==> config.mk <==
export PLATFORM = sky130hd
export DESIGN_NAME = seesf_frontend
export DESIGN_NICKNAME = d
export VERILOG_FILES = /design/src/shared/seesf_pkg.sv /design/src/hdl/seesf_frontend.sv
export SDC_FILE = /design/constraint.sdc
export NUM_CORES = 1
export LEC_CHECK = 0
export ABC_CLOCK_PERIOD_IN_PS = 2700
export BUFFER_PORTS_ARGS = -buffer_cell sky130_fd_sc_hd__buf_2
export CORE_MARGIN = 5
export CORE_UTILIZATION = 35
export DETAILED_ROUTE_END_ITERATION = 16
export HOLD_SLACK_MARGIN = 0.15
export PLACE_DENSITY = 0.52
export SYNTH_ARGS = -nofsm -noshare
export SYNTH_HDL_FRONTEND = slang
export SYNTH_SLANG_ARGS = --single-unit
export TNS_END_PERCENT = 50
==> constraint.sdc <==
create_clock -name clk -period 2.7 [get_ports clk]
set_clock_uncertainty 0.15 [all_clocks]
set_input_delay 0.27 -clock clk [delete_from_list [all_inputs] [get_ports clk]]
set_output_delay 0.27 -clock clk [all_outputs]
set_load 0.02 [all_outputs]
==> src/shared/seesf_pkg.sv <==
// Constants and types for the serial EEPROM SPI front end
// What this block and its master do
// Ignore every instruction until power-on reset has released the device.
// Master waits the startup wait time after supply is stable.
// Select, deselect without clocks resets the interface for a fresh opcode.
// Power-up: standby, deselected, not suspended, latch and cycle flag zero.
// Active state entered only on a falling chip select edge.
// Shipped state: array all ones, guard enable and block guards zero.
// Capture input on rising clock, launch output on falling clock.
// Master keeps clock idle level fixed per mode around transactions.
// Master generates the clock; device is always a slave.
// Deselected: ignore serial input, output in high impedance.
// Shift in most significant bit first from first rising edge.
// Read data leaves MSB first from first falling edge after opcode.
// First byte after chip select falls is the opcode.
// Unknown opcode: accept nothing, output floats until next select.
// Suspend never pauses the internal write cycle.
// Suspend entered only while selected, aligned to clock low phase.
// Suspended: output floats, input and clock ignored, guard pin live.
// Leaving suspend happens only in a clock low phase.
// Deselect while suspended aborts operation and clears permit latch.
// Guard pin low with guard enable set inhibits status writes.
// Guard pin falling while selected aborts pending status write.
// Guard enable zero makes the guard pin ignored entirely.
// Status register: bit7 enable, bits3:2 block guards, bit1 latch, bit0.
// Master sets the permit latch before every write instruction.
// Latch-clear instruction clears the latch regardless of guard pin.
// Status write changes only guard enable and block guard bits.
// Synchronise and edge-detect all link inputs on the system clock; data in and suspend are only synchronised.
`default_nettype none
package seesf_pkg;
  localparam logic [7:0] SEESF_CMD_MASK     = 8'hF7;
  localparam logic [7:0] LATCH_SET_CMD      = 8'h06;
  localparam logic [7:0] LATCH_CLEAR_CMD    = 8'h04;
  localparam logic [7:0] STATUS_READ_CMD    = 8'h05;
  localparam logic [7:0] STATUS_WRITE_CMD   = 8'h01;
  localparam logic [7:0] ARRAY_READ_CMD     = 8'h03;
  localparam logic [7:0] ARRAY_WRITE_CMD    = 8'h02;
  localparam int         GUARD_EN_POS       = 7;
  localparam int         BLOCK_HI_POS       = 3;
  localparam int         BLOCK_LO_POS       = 2;
  localparam int         PERMIT_POS         = 1;
  localparam int         CYCLE_POS          = 0;
  localparam logic [7:0] STATUS_NV_MASK     = 8'h8C;
  localparam logic [2:0] NV_SHIPPED         = 3'h0;
  localparam logic [7:0] ARRAY_SHIPPED      = 8'hFF;
  localparam int         CLK_MHZ            = 50;
  localparam int         WRITE_CYCLE_MS     = 5;
  localparam int         WRITE_CYCLE_CYC    = WRITE_CYCLE_MS * 1000 * CLK_MHZ;
  localparam int         STARTUP_WAIT_US    = 100;
  localparam int         STARTUP_WAIT_CYC   = STARTUP_WAIT_US * CLK_MHZ;
  typedef enum logic [4:0] {
    SEESF_IDLE   = 5'b00001,
    SEESF_OPCODE = 5'b00010,
    SEESF_DATA   = 5'b00100,
    SEESF_READ   = 5'b01000,
    SEESF_REJECT = 5'b10000
  } seesf_state_e;
endpackage : seesf_pkg
`default_nettype wire

==> src/hdl/seesf_frontend.sv <==
// SPI front end with suspend, write guard and opcode decode
`default_nettype none
module seesf_fifo #(
  parameter int WIDTH = 8,
  parameter int DEPTH = 16
) (
  input  wire logic             clk,
  input  wire logic             sys_rst,
  input  wire logic [WIDTH-1:0] in_data,
  input  wire logic             in_valid,
  output logic                  in_ready,
  output logic      [WIDTH-1:0] out_data,
  output logic                  out_valid,
  input  wire logic             out_ready
);
  localparam int AW = $clog2(DEPTH);
  typedef struct packed {
    logic [AW:0] wp;
    logic [AW:0] rp;
  } seesf_fifo_s;
  seesf_fifo_s            st_reg;
  seesf_fifo_s            st_next;
  logic [WIDTH-1:0]       mem [DEPTH];
  logic                   push;
  logic                   pop;
  assign out_valid = st_reg.wp != st_reg.rp;
  assign in_ready  = !((st_reg.wp[AW] != st_reg.rp[AW])
                       && (st_reg.wp[AW-1:0] == st_reg.rp[AW-1:0]));
  assign push      = in_valid && in_ready;
  assign pop       = out_valid && out_ready;
  assign out_data  = mem[st_reg.rp[AW-1:0]];
  always_comb begin
    st_next = st_reg;
    if (push) begin
      st_next.wp = st_reg.wp + 1'b1;
    end
    if (pop) begin
      st_next.rp = st_reg.rp + 1'b1;
    end
  end
  always_ff @(posedge clk) begin
    if (sys_rst) begin
      st_reg <= '0;
    end else begin
      st_reg <= st_next;
    end
    if (push) begin
      mem[st_reg.wp[AW-1:0]] <= in_data;
    end
  end
endmodule : seesf_fifo

////////////////////////////////////////////////////////////////////////////////

module seesf_frontend
  import seesf_pkg::*;
#(
  parameter int WRITE_CYCLES = WRITE_CYCLE_CYC,
  parameter int FIFO_DEPTH   = 16
) (
  input  wire logic       clk,
  input  wire logic       sys_rst,
  input  wire logic       chip_sel_n,
  input  wire logic       ser_clk,
  input  wire logic       ser_in,
  input  wire logic       suspend_n,
  input  wire logic       write_guard_n,
  output logic            ser_out,
  output logic            ser_out_oe,
  input  wire logic [2:0] nv_bits_in,
  output logic      [2:0] nv_bits_out,
  output logic            nv_write_pulse,
  output logic      [7:0] rx_data,
  output logic            rx_valid,
  input  wire logic       rx_ready,
  input  wire logic [7:0] tx_data,
  output logic            array_read_active,
  output logic            array_write_active,
  output logic      [7:0] status_value,
  output logic            selected
);
  import seesf_pkg::*;

  //////////////////////////////////////////////////////////////////////////////
  // Synchronisers
  logic [3:0] sync1_reg;
  logic [3:0] sync2_reg;
  logic       guard_s1_reg;
  logic       guard_s2_reg;
  always_ff @(posedge clk) begin
    if (sys_rst) begin
      sync1_reg    <= 4'hF;
      sync2_reg    <= 4'hF;
      guard_s1_reg <= 1'b1;
      guard_s2_reg <= 1'b1;
    end else begin
      sync1_reg    <= {chip_sel_n, ser_clk, ser_in, suspend_n};
      sync2_reg    <= sync1_reg;
      guard_s1_reg <= write_guard_n;
      guard_s2_reg <= guard_s1_reg;
    end
  end

  //////////////////////////////////////////////////////////////////////////////
  // State
  typedef struct packed {
    seesf_state_e state;
    logic [3:0]   prev;
    logic         guard_prev;
    logic         susp;
    logic [2:0]   bitcnt;
    logic [7:0]   shreg;
    logic [7:0]   txreg;
    logic         out_bit;
    logic         oe;
    logic         permit;
    logic [2:0]   nv;
    logic [2:0]   nv_pend;
    logic         wr_pend;
    logic         rd_array;
    logic         wr_array;
    logic         busy;
    logic [31:0]  wcnt;
    logic         nv_pulse;
    logic [7:0]   rxd;
    logic         rxv;
    logic         nv_loaded;
    logic         sr_wr;
  } seesf_s;
  seesf_s st_reg;
  seesf_s st_next;

  logic cs_n;
  logic sck;
  logic sdi;
  logic hold_n;
  logic fall_cs;
  logic rise_cs;
  logic rise_sck;
  logic fall_sck;
  logic guard_fall;
  logic [7:0] status_w;
  logic       fifo_in_ready;
  logic [7:0] fifo_out;
  logic       fifo_out_valid;

  assign cs_n   = sync2_reg[3];
  assign sck    = sync2_reg[2];
  assign sdi    = sync2_reg[1];
  assign hold_n = sync2_reg[0];
  // Edge detection
  assign fall_cs  = st_reg.prev[3] && !cs_n;
  assign rise_cs  = !st_reg.prev[3] && cs_n;
  assign rise_sck = !st_reg.prev[2] && sck;
  assign fall_sck = st_reg.prev[2] && !sck;
  assign guard_fall = st_reg.guard_prev && !guard_s2_reg;

  // Status layout
  assign status_w = {st_reg.nv[2], 3'b000, st_reg.nv[1:0],
                     st_reg.permit, st_reg.busy};

  function automatic logic cmd_is(input logic [7:0] op, input logic [7:0] c);
    cmd_is = (op & SEESF_CMD_MASK) == c;
  endfunction : cmd_is

  always_comb begin
    st_next = st_reg;
    st_next.prev = sync2_reg;
    st_next.guard_prev = guard_s2_reg;
    st_next.nv_pulse = 1'b0;
    if (st_reg.rxv && fifo_in_ready) begin
      st_next.rxv = 1'b0;
    end
    // Stored bits, zero as shipped
    if (!st_reg.nv_loaded) begin
      st_next.nv = nv_bits_in;
      st_next.nv_loaded = 1'b1;
    end
    // Write cycle runs on regardless
    if (st_reg.busy) begin
      if (st_reg.wcnt == 32'h0000_0000) begin
        st_next.busy = 1'b0;
        st_next.permit = 1'b0;
      end else begin
        st_next.wcnt = st_reg.wcnt - 32'h0000_0001;
      end
    end
    // Suspend entry and exit in clock low
    // Exit deferred to low
    if (cs_n) begin
      st_next.susp = 1'b0;
    end else if (!sck) begin
      st_next.susp = !hold_n;
    end
    // Guard falling aborts pending write
    if (guard_fall && !cs_n && st_reg.nv[2]) begin
      st_next.wr_pend = 1'b0;
    end
    if (fall_cs) begin
      // Fresh opcode after toggle
      // Select on falling edge only
      st_next.state = SEESF_OPCODE;
      st_next.bitcnt = 3'h0;
      st_next.wr_pend = 1'b0;
    end else if (rise_cs || cs_n) begin
      // Deselected output floats
      st_next.oe = 1'b0;
      st_next.state = SEESF_IDLE;
      st_next.rd_array = 1'b0;
      st_next.wr_array = 1'b0;
      st_next.sr_wr = 1'b0;
      if (rise_cs && st_reg.susp) begin
        // Abort on deselect in suspend
        st_next.permit = 1'b0;
        st_next.wr_pend = 1'b0;
      end else if (rise_cs && st_reg.wr_pend) begin
        // Guard pin inhibit
        // Pin ignored when enable clear
        if (guard_s2_reg || !st_reg.nv[2]) begin
          // Only nonvolatile bits change
          st_next.nv = st_reg.nv_pend;
          st_next.nv_pulse = 1'b1;
          st_next.busy = 1'b1;
          st_next.wcnt = WRITE_CYCLES[31:0];
        end
        st_next.wr_pend = 1'b0;
      end
    end else if (st_reg.susp) begin
      // Suspended output floats
      st_next.oe = 1'b0;
    end else begin
      if (rise_sck && st_reg.state != SEESF_REJECT
          && st_reg.state != SEESF_IDLE) begin
        // Capture on rising edge
        // MSB first shift in
        st_next.shreg = {st_reg.shreg[6:0], sdi};
        st_next.bitcnt = st_reg.bitcnt + 3'h1;
        if (st_reg.bitcnt == 3'h7) begin
          if (st_reg.state == SEESF_OPCODE) begin
            // First byte is opcode
            st_next.state = SEESF_REJECT;
            if (st_reg.busy) begin
              if (cmd_is({st_reg.shreg[6:0], sdi}, STATUS_READ_CMD)) begin
                st_next.state = SEESF_READ;
                st_next.txreg = status_w;
              end
            end else if (cmd_is({st_reg.shreg[6:0], sdi}, LATCH_SET_CMD)) begin
              st_next.permit = 1'b1;
              st_next.state = SEESF_DATA;
            end else if (cmd_is({st_reg.shreg[6:0], sdi},
                                LATCH_CLEAR_CMD)) begin
              // Clear ignores guard pin
              st_next.permit = 1'b0;
              st_next.state = SEESF_DATA;
            end else if (cmd_is({st_reg.shreg[6:0], sdi},
                                STATUS_READ_CMD)) begin
              st_next.state = SEESF_READ;
              st_next.txreg = status_w;
            end else if (cmd_is({st_reg.shreg[6:0], sdi},
                                STATUS_WRITE_CMD)) begin
              st_next.state = SEESF_DATA;
              st_next.sr_wr = 1'b1;
            end else if (cmd_is({st_reg.shreg[6:0], sdi},
                                ARRAY_READ_CMD)) begin
              st_next.state = SEESF_READ;
              st_next.rd_array = 1'b1;
              st_next.txreg = fifo_out;
            end else if (cmd_is({st_reg.shreg[6:0], sdi},
                                ARRAY_WRITE_CMD)) begin
              st_next.state = SEESF_DATA;
              st_next.wr_array = st_reg.permit;
            end
            // Unknown opcode rejected
            st_next.shreg = {st_reg.shreg[6:0], sdi};
          end else if (st_reg.state == SEESF_DATA) begin
            if (st_reg.sr_wr && st_reg.permit && !st_reg.wr_pend) begin
              st_next.nv_pend = {st_reg.shreg[6], st_reg.shreg[2:1]};
              st_next.wr_pend = 1'b1;
            end
            st_next.rxd = {st_reg.shreg[6:0], sdi};
            st_next.rxv = 1'b1;
          end
        end
      end
      if (fall_sck && st_reg.state == SEESF_READ) begin
        // MSB first output on falling edge
        st_next.out_bit = st_reg.txreg[7];
        st_next.oe = 1'b1;
        st_next.txreg = {st_reg.txreg[6:0], 1'b0};
        if (st_reg.bitcnt == 3'h0) begin
          st_next.out_bit = st_reg.rd_array ? fifo_out[7] : status_w[7];
          st_next.txreg = st_reg.rd_array ? {fifo_out[6:0], 1'b0}
                                          : {status_w[6:0], 1'b0};
        end
      end
    end
  end

  // Held in reset until released
  // Power-up defaults
  always_ff @(posedge clk) begin
    if (sys_rst) begin
      st_reg       <= '0;
      st_reg.state <= SEESF_IDLE;
      st_reg.prev  <= 4'hF;
      st_reg.guard_prev <= 1'b1;
    end else begin
      st_reg <= st_next;
    end
  end

  seesf_fifo #(.WIDTH(8), .DEPTH(FIFO_DEPTH)) u_fifo (
    .clk       (clk),
    .sys_rst   (sys_rst),
    .in_data   (st_reg.rxd),
    .in_valid  (st_reg.rxv),
    .in_ready  (fifo_in_ready),
    .out_data  (fifo_out),
    .out_valid (fifo_out_valid),
    .out_ready (rx_ready)
  );

  assign ser_out            = st_reg.out_bit;
  assign ser_out_oe         = st_reg.oe;
  assign nv_bits_out        = st_reg.nv;
  assign nv_write_pulse     = st_reg.nv_pulse;
  assign rx_data            = fifo_out;
  assign rx_valid           = fifo_out_valid;
  assign array_read_active  = st_reg.rd_array;
  assign array_write_active = st_reg.wr_array;
  assign status_value       = status_w;
  assign selected           = st_reg.state != SEESF_IDLE;
endmodule : seesf_frontend
`default_nettype wire

======== After elaboration in Yosys (flattened, before gate mapping) ========
Memories as Yosys holds them, arrays and structs flattened. A register that Yosys moved wholly into a read port is not among the register bits.
Cells that the tools add are included.
word-level totals
  flip-flop bits (word level) ............. 107
  memory bits (writable) .................. 128
  input bits .............................. 19
  memories ................................ 1
operators by class
  $add $sub $neg .......................... 4
  equality and inequality tests ........... 27
  mux-type cells .......................... 97
  bitwise operators ....................... 5
  reductions and logical operators ........ 60
memory list
  memory      words  width  read ports  clocked after memory_dff  write ports  line                  text
  u_fifo.mem  16     8      1           1                         1            seesf_frontend.sv:23  logic [WIDTH-1:0] mem [DEPTH];
operators with widths
  kind                                                 number
  2-to-1 mux 34 bit                                    4
  2-to-1 mux 8 bit                                     10
  2-to-1 mux 9 bit                                     7
  2-to-1 mux 43 bit                                    1
  2-to-1 mux 5 bit                                     8
  2-to-1 mux 1 bit                                     33
  2-to-1 mux 33 bit                                    1
  logical NOT 32 bit                                   1
  2-to-1 mux 32 bit                                    1
  subtractor 32 x 1 -> 32 bit (second input constant)  1
  2-to-1 mux 2 bit                                     14
  AND reduction 11 bit                                 2
  == test 7 x 3 -> 1 bit (second input constant)       3
  2-to-1 mux 3 bit                                     7
  2-to-1 mux 4 bit                                     5
  2-to-1 mux 19 bit                                    1
  2-to-1 mux 6 bit                                     3
  nonzero test 2 bit                                   9
  logical AND 1 bit                                    17
  AND reduction 4 bit                                  4
  nonzero test 3 bit                                   5
  == test 7 x 2 -> 1 bit (second input constant)       2
  AND reduction 12 bit                                 1
  adder 5 x 1 -> 5 bit (second input constant)         2
  29 further kinds                                     51

======== Depth between registers and ports, before layout ========
  depth in word-level cells ............... 14
  depth in mapped cells ................... 8
  gate-level depth less buffers ........... 7

======== Modules after synthesis ========
From an unflattened synthesis, not the netlist that was laid out.
second synthesis, totals
  cells, all modules ...................... 797
  area total of the unflattened synthesis .. 10236.1 sq um
by module, submodules not included
  module          instances  cells each  area an instance (sq um)  sequential area each (sq um)
  seesf_fifo      1          284         5799.3                    4124.0
  seesf_frontend  1          513         4436.8                    1881.8

======== Worst setup path after synthesis ========
Ideal clock, no wire load.
  kind .................................... register to register
  start point ............................. reg st_reg[14] (netlist name)
  end point ............................... reg st_reg[37] (netlist name)
  library setup time ...................... 0.070 ns
  data arrival time ....................... 2.386 ns
  data required time ...................... 2.480 ns
  setup slack ............................. 0.093 ns
  stages on the path, launching flop included .. 8
  path buffers ............................ 2
  period minus slack after synthesis ...... 2.607 ns
  cell sequence ........................... dfxtp_1 -> or4_1 -> buf_2 -> or3_4 -> or3b_1 -> buf_2 -> or4_1 -> a21oi_1
between the ends
  cells in the longest elaborated chain, start to end .. 8
ends and longest elaborated chain
  item                                                               line                                          text
  from (decl)                                                        seesf_frontend.sv:130                         seesf_s st_reg;
  from (signal assigned)                                             seesf_frontend.sv:308                         st_reg <= st_next;
  subtractor 32 x 1 -> 32 bit or logical NOT 32 bit (tied branches)  seesf_frontend.sv:185, seesf_frontend.sv:181
  2-to-1 mux 32 bit (*)                                              seesf_frontend.sv:181                         if (st_reg.wcnt == 32'h0000_0000) begin
  2-to-1 mux 33 bit (*)                                              seesf_frontend.sv:180                         if (st_reg.busy) begin
  2-to-1 mux 34 bit                                                  seesf_frontend.sv:219                         if (guard_s2_reg || !st_reg.nv[2]) begin
  2-to-1 mux 34 bit                                                  seesf_frontend.sv:216                         end else if (rise_cs && st_reg.wr_pend) begin
  2-to-1 mux 34 bit                                                  seesf_frontend.sv:212                         if (rise_cs && st_reg.susp) begin
  2-to-1 mux 34 bit                                                  seesf_frontend.sv:205                         end else if (rise_cs || cs_n) begin
  2-to-1 mux 43 bit (*)                                              seesf_frontend.sv:199                         if (fall_cs) begin
Mark *: on every way between the ends. The rest lies on a longest branch, timed or not.
A chain may end at the register's enable or synchronous reset.

==> metrics.log <==
INFO  metric run_status = finished clean
INFO  metric synth_largest_type_area_fraction = 38.2%
INFO  metric vias_in_the_first_global_route = 6718
INFO  metric timing.final.setup_violations = 0
INFO  metric placeableCoreArea = 28500 um^2
INFO  metric timing.fmax = 0.376 GHz
INFO  metric clk_transition_reported_paths = 0.06 ns
INFO  metric layout-drive-gt1-share = 25.3%
INFO  metric initial_core_util = 35.3%
INFO  metric global_route_wire_length_before_repair = 38900 um
INFO  metric pre_cts_slack = 0.0423 ns
INFO  metric chipWidth = 180 um
INFO  metric synth_largest_area_cell = sky130_fd_sc_hd__edfxtp_1
INFO  metric final_common_cell = sky130_fd_sc_hd__edfxtp_1
INFO  metric cts-buffers-inserted = 26
INFO  metric ys.flop_type = sky130_fd_sc_hd__edfxtp_1
INFO  metric synth_enable_flop_cells = 128
INFO  metric pin_count_of_the_biggest_net_entering_global_routing = 63
INFO  metric antenna_found_initial = 0
INFO  metric asyncSetResetFlopFracSynth = 0%
INFO  metric critical_path_required = 2.28 ns
INFO  metric globalRouteTotalUtil = 14.8%
INFO  metric category_of_the_critical_setup_timing_path = flop to output port
INFO  metric layout_worst_path_cycle_share = 98.5%
INFO  metric cp.arrival = 2.24 ns
INFO  metric routed_wire_length_per_instance = 18.7 um
INFO  metric layout_area_overhead = 21.6%
INFO  metric path_max_fanout = 5
INFO  metric critPathCaptureType = output port
INFO  metric detailedRoute.firstIterationViolations = 515
INFO  metric die_height = 180 um
INFO  metric place_congestion = 0.824
INFO  metric synth_area_leaders = sky130_fd_sc_hd__edfxtp_1 38%, sky130_fd_sc_hd__dfxtp_1 21%, sky130_fd_sc_hd__mux4_2 7.2%, sky130_fd_sc_hd__mux2i_1 3.1%, sky130_fd_sc_hd__nor2_1 2.5%
INFO  metric power_leakage = 4.37 nW
INFO  metric cts_max_level = 1
INFO  metric firstDrtPassIters = 5
INFO  metric die_area = 32200 um^2
INFO  metric antenna_cells = 0
INFO  metric clock-sinks = 236
INFO  metric finalCriticalPeriod = 2.66 ns
INFO  metric ios = 45
INFO  metric critPathLaunchType = flop
INFO  metric tightest_slew = 1.13 ns
INFO  metric hold_depth = 1
INFO  metric finalMaxSlewViolations = 0
INFO  metric tritoncts = built
INFO  metric final_core_utilization = 42.9%
INFO  metric ys_seq_area_share = 59.7%
INFO  metric placementRows = 62
INFO  metric final_cell_mix = 128 x sky130_fd_sc_hd__edfxtp_1, 105 x sky130_fd_sc_hd__dfxtp_1, 68 x sky130_fd_sc_hd__buf_4, 66 x sky130_fd_sc_hd__nor2_1, 38 x sky130_fd_sc_hd__a21oi_1
INFO  metric drt.antenna.violating_nets = 0
INFO  metric ys_seq_elements = 236
INFO  metric final_hold_viol_count = 0
INFO  metric clk-insertion-delay-late = 0.53 ns
INFO  metric routed_wl = 24300 um
INFO  metric max_cap_violations = 0
INFO  metric largest_reg_flops = 128
INFO  metric yosysWarnings = 0
INFO  metric ctsLongestPathBuffers = 3
INFO  metric worst_slew_margin_rel = 24.3%
INFO  metric postLayoutSetupSlackWorst = 0.0397 ns
INFO  metric cell_count_of_the_worst_reg_to_reg_path = 7
INFO  metric remaining_drc_errors = 0
INFO  metric setup_tns = 0 ns
INFO  metric power_density = 594 nW/um^2
INFO  metric finish.net_count = 922
INFO  metric peakVddDrop = 428 uV
INFO  metric sum_of_overflow_across_all_layers_after_global_routing = 0
INFO  metric synthesis.instances = 798
INFO  metric portBuffers = 33
INFO  metric final.hold.worst_slack = 0.257 ns
INFO  metric fin_total_pwr = 7.27 mW
INFO  metric post_synth.cell_area_avg = 12.6 um^2
INFO  metric post_synth_num_cell_types = 70
INFO  metric post_synth_instance_area = 10100 um^2
INFO  metric overall_via_count_from_detail_route = 6721
INFO  metric detail_route.vias_per_cell = 5.18
INFO  metric clock_tree.root_cell = sky130_fd_sc_hd__clkbuf_16
INFO  metric worstHoldPathType = flop to flop
INFO  metric dp_hpwl = 16000 um
==> worst max-delay path, cell delays in order, from the launching register on <==
cell,delay [ns]
sky130_fd_sc_hd__dfxtp_4,0.41
sky130_fd_sc_hd__clkbuf_16,0.18
sky130_fd_sc_hd__mux4_2,0.50
sky130_fd_sc_hd__a22oi_1,0.23
sky130_fd_sc_hd__nand2_2,0.11
sky130_fd_sc_hd__buf_6,0.15
sky130_fd_sc_hd__buf_6,0.12
==> kinds of logic after synthesis <==
logic type / synth area share [%]
and+or+nand+nor: 14.0
buffers and inverters: 2.95
muxes: 10.2
other: 0.0373
DFF: 59.7
AOI/OAI and AO/OA: 10.2
xor gates and xnor gates: 1.65
adders and majority gates: 1.24
==> area by class of cell <==
cell class | count | area, um^2
clock buffer | 31 | 669
clock inverter | 17 | 155
fill | 2719 | 16300
inverter | 14 | 52.6
multi-input combinational | 498 | 3920
sequential | 236 | 6010
tap | 384 | 480
timing repair buffer | 117 | 951
==> worst paths after layout <==
path,start,endpoint,slack [ns]
worst max-delay path,flop,rx_data[5],0.04
worst min-delay path,sync1_reg[1],sync2_reg[1],0.26
worst max register to register,st_reg[73],st_reg[64],0.11
worst min register to register,sync1_reg[1],sync2_reg[1],0.26
==> timing repair <==
item / CTS / global route
hold buffers: 10 / 0
endpoints found under the hold margin: 19 / 0
cloned: 3 / 1
pin swaps: 7 / 5
setup buffers: 15 / 4
resized for setup: 35 / 11
setup endpoints to repair: 8 / 30
==> synthesized netlist by cell type (4+ instances only) <==
cell / instances
sky130_fd_sc_hd__edfxtp_1: 128
sky130_fd_sc_hd__dfxtp_1: 108
sky130_fd_sc_hd__nor2_1: 66
sky130_fd_sc_hd__a21oi_1: 38
sky130_fd_sc_hd__mux4_2: 32
sky130_fd_sc_hd__clkbuf_1: 31
sky130_fd_sc_hd__mux2i_1: 31
sky130_fd_sc_hd__nand2_1: 29
sky130_fd_sc_hd__o31ai_1: 25
sky130_fd_sc_hd__or3_1: 21
sky130_fd_sc_hd__or4_1: 21
sky130_fd_sc_hd__o21ai_0: 19
sky130_fd_sc_hd__nand3_1: 18
sky130_fd_sc_hd__and3_1: 16
sky130_fd_sc_hd__or2_2: 16
sky130_fd_sc_hd__inv_1: 14
sky130_fd_sc_hd__nor2b_1: 13
sky130_fd_sc_hd__nor3_1: 12
sky130_fd_sc_hd__buf_4: 11
sky130_fd_sc_hd__xnor2_1: 11
sky130_fd_sc_hd__a211oi_1: 10
sky130_fd_sc_hd__a22oi_1: 10
sky130_fd_sc_hd__ha_1: 10
sky130_fd_sc_hd__a31oi_1: 8
sky130_fd_sc_hd__xor2_1: 8
sky130_fd_sc_hd__buf_2: 6
sky130_fd_sc_hd__o211ai_1: 6
sky130_fd_sc_hd__and2_1: 5
sky130_fd_sc_hd__nand2b_1: 5
sky130_fd_sc_hd__nor4_1: 5
sky130_fd_sc_hd__a21o_1: 4
sky130_fd_sc_hd__buf_1: 4
==> report_power, final <==
group | leakage [nW] | switching, mW | internal [mW] | total (mW)
combinational | 1.93 | 0.0624 | 0.0413 | 0.104
clock | 0.384 | 1.43 | 1.97 | 3.40
sequential | 2.06 | 0.0124 | 3.76 | 3.77
total | 4.37 | 1.50 | 5.77 | 7.27
==> metal layers <==
| layer | vias to the layer above | global-route usage (%) | part of all wire, % |
|---|---|---|---|
| met5 | - | 0 | 0 |
| met4 | 0 | 2.68 | 1.3 |
| met3 | 27 | 2.20 | 3.6 |
| met2 | 107 | 23.5 | 46 |
| met1 | 3350 | 22.0 | 49 |
| li1 | 3237 | - | - |
==> stage by stage <==
stage | cells | instance area, um^2
floorplan | 800 | 10100
global route | 1297 | 12200
global placement | 1219 | 10900
detailed placement | 1219 | 10900
CTS | 1294 | 12200
finish | 1297 | 12200
No activity file was read; power rests on OpenSTA's default activity.
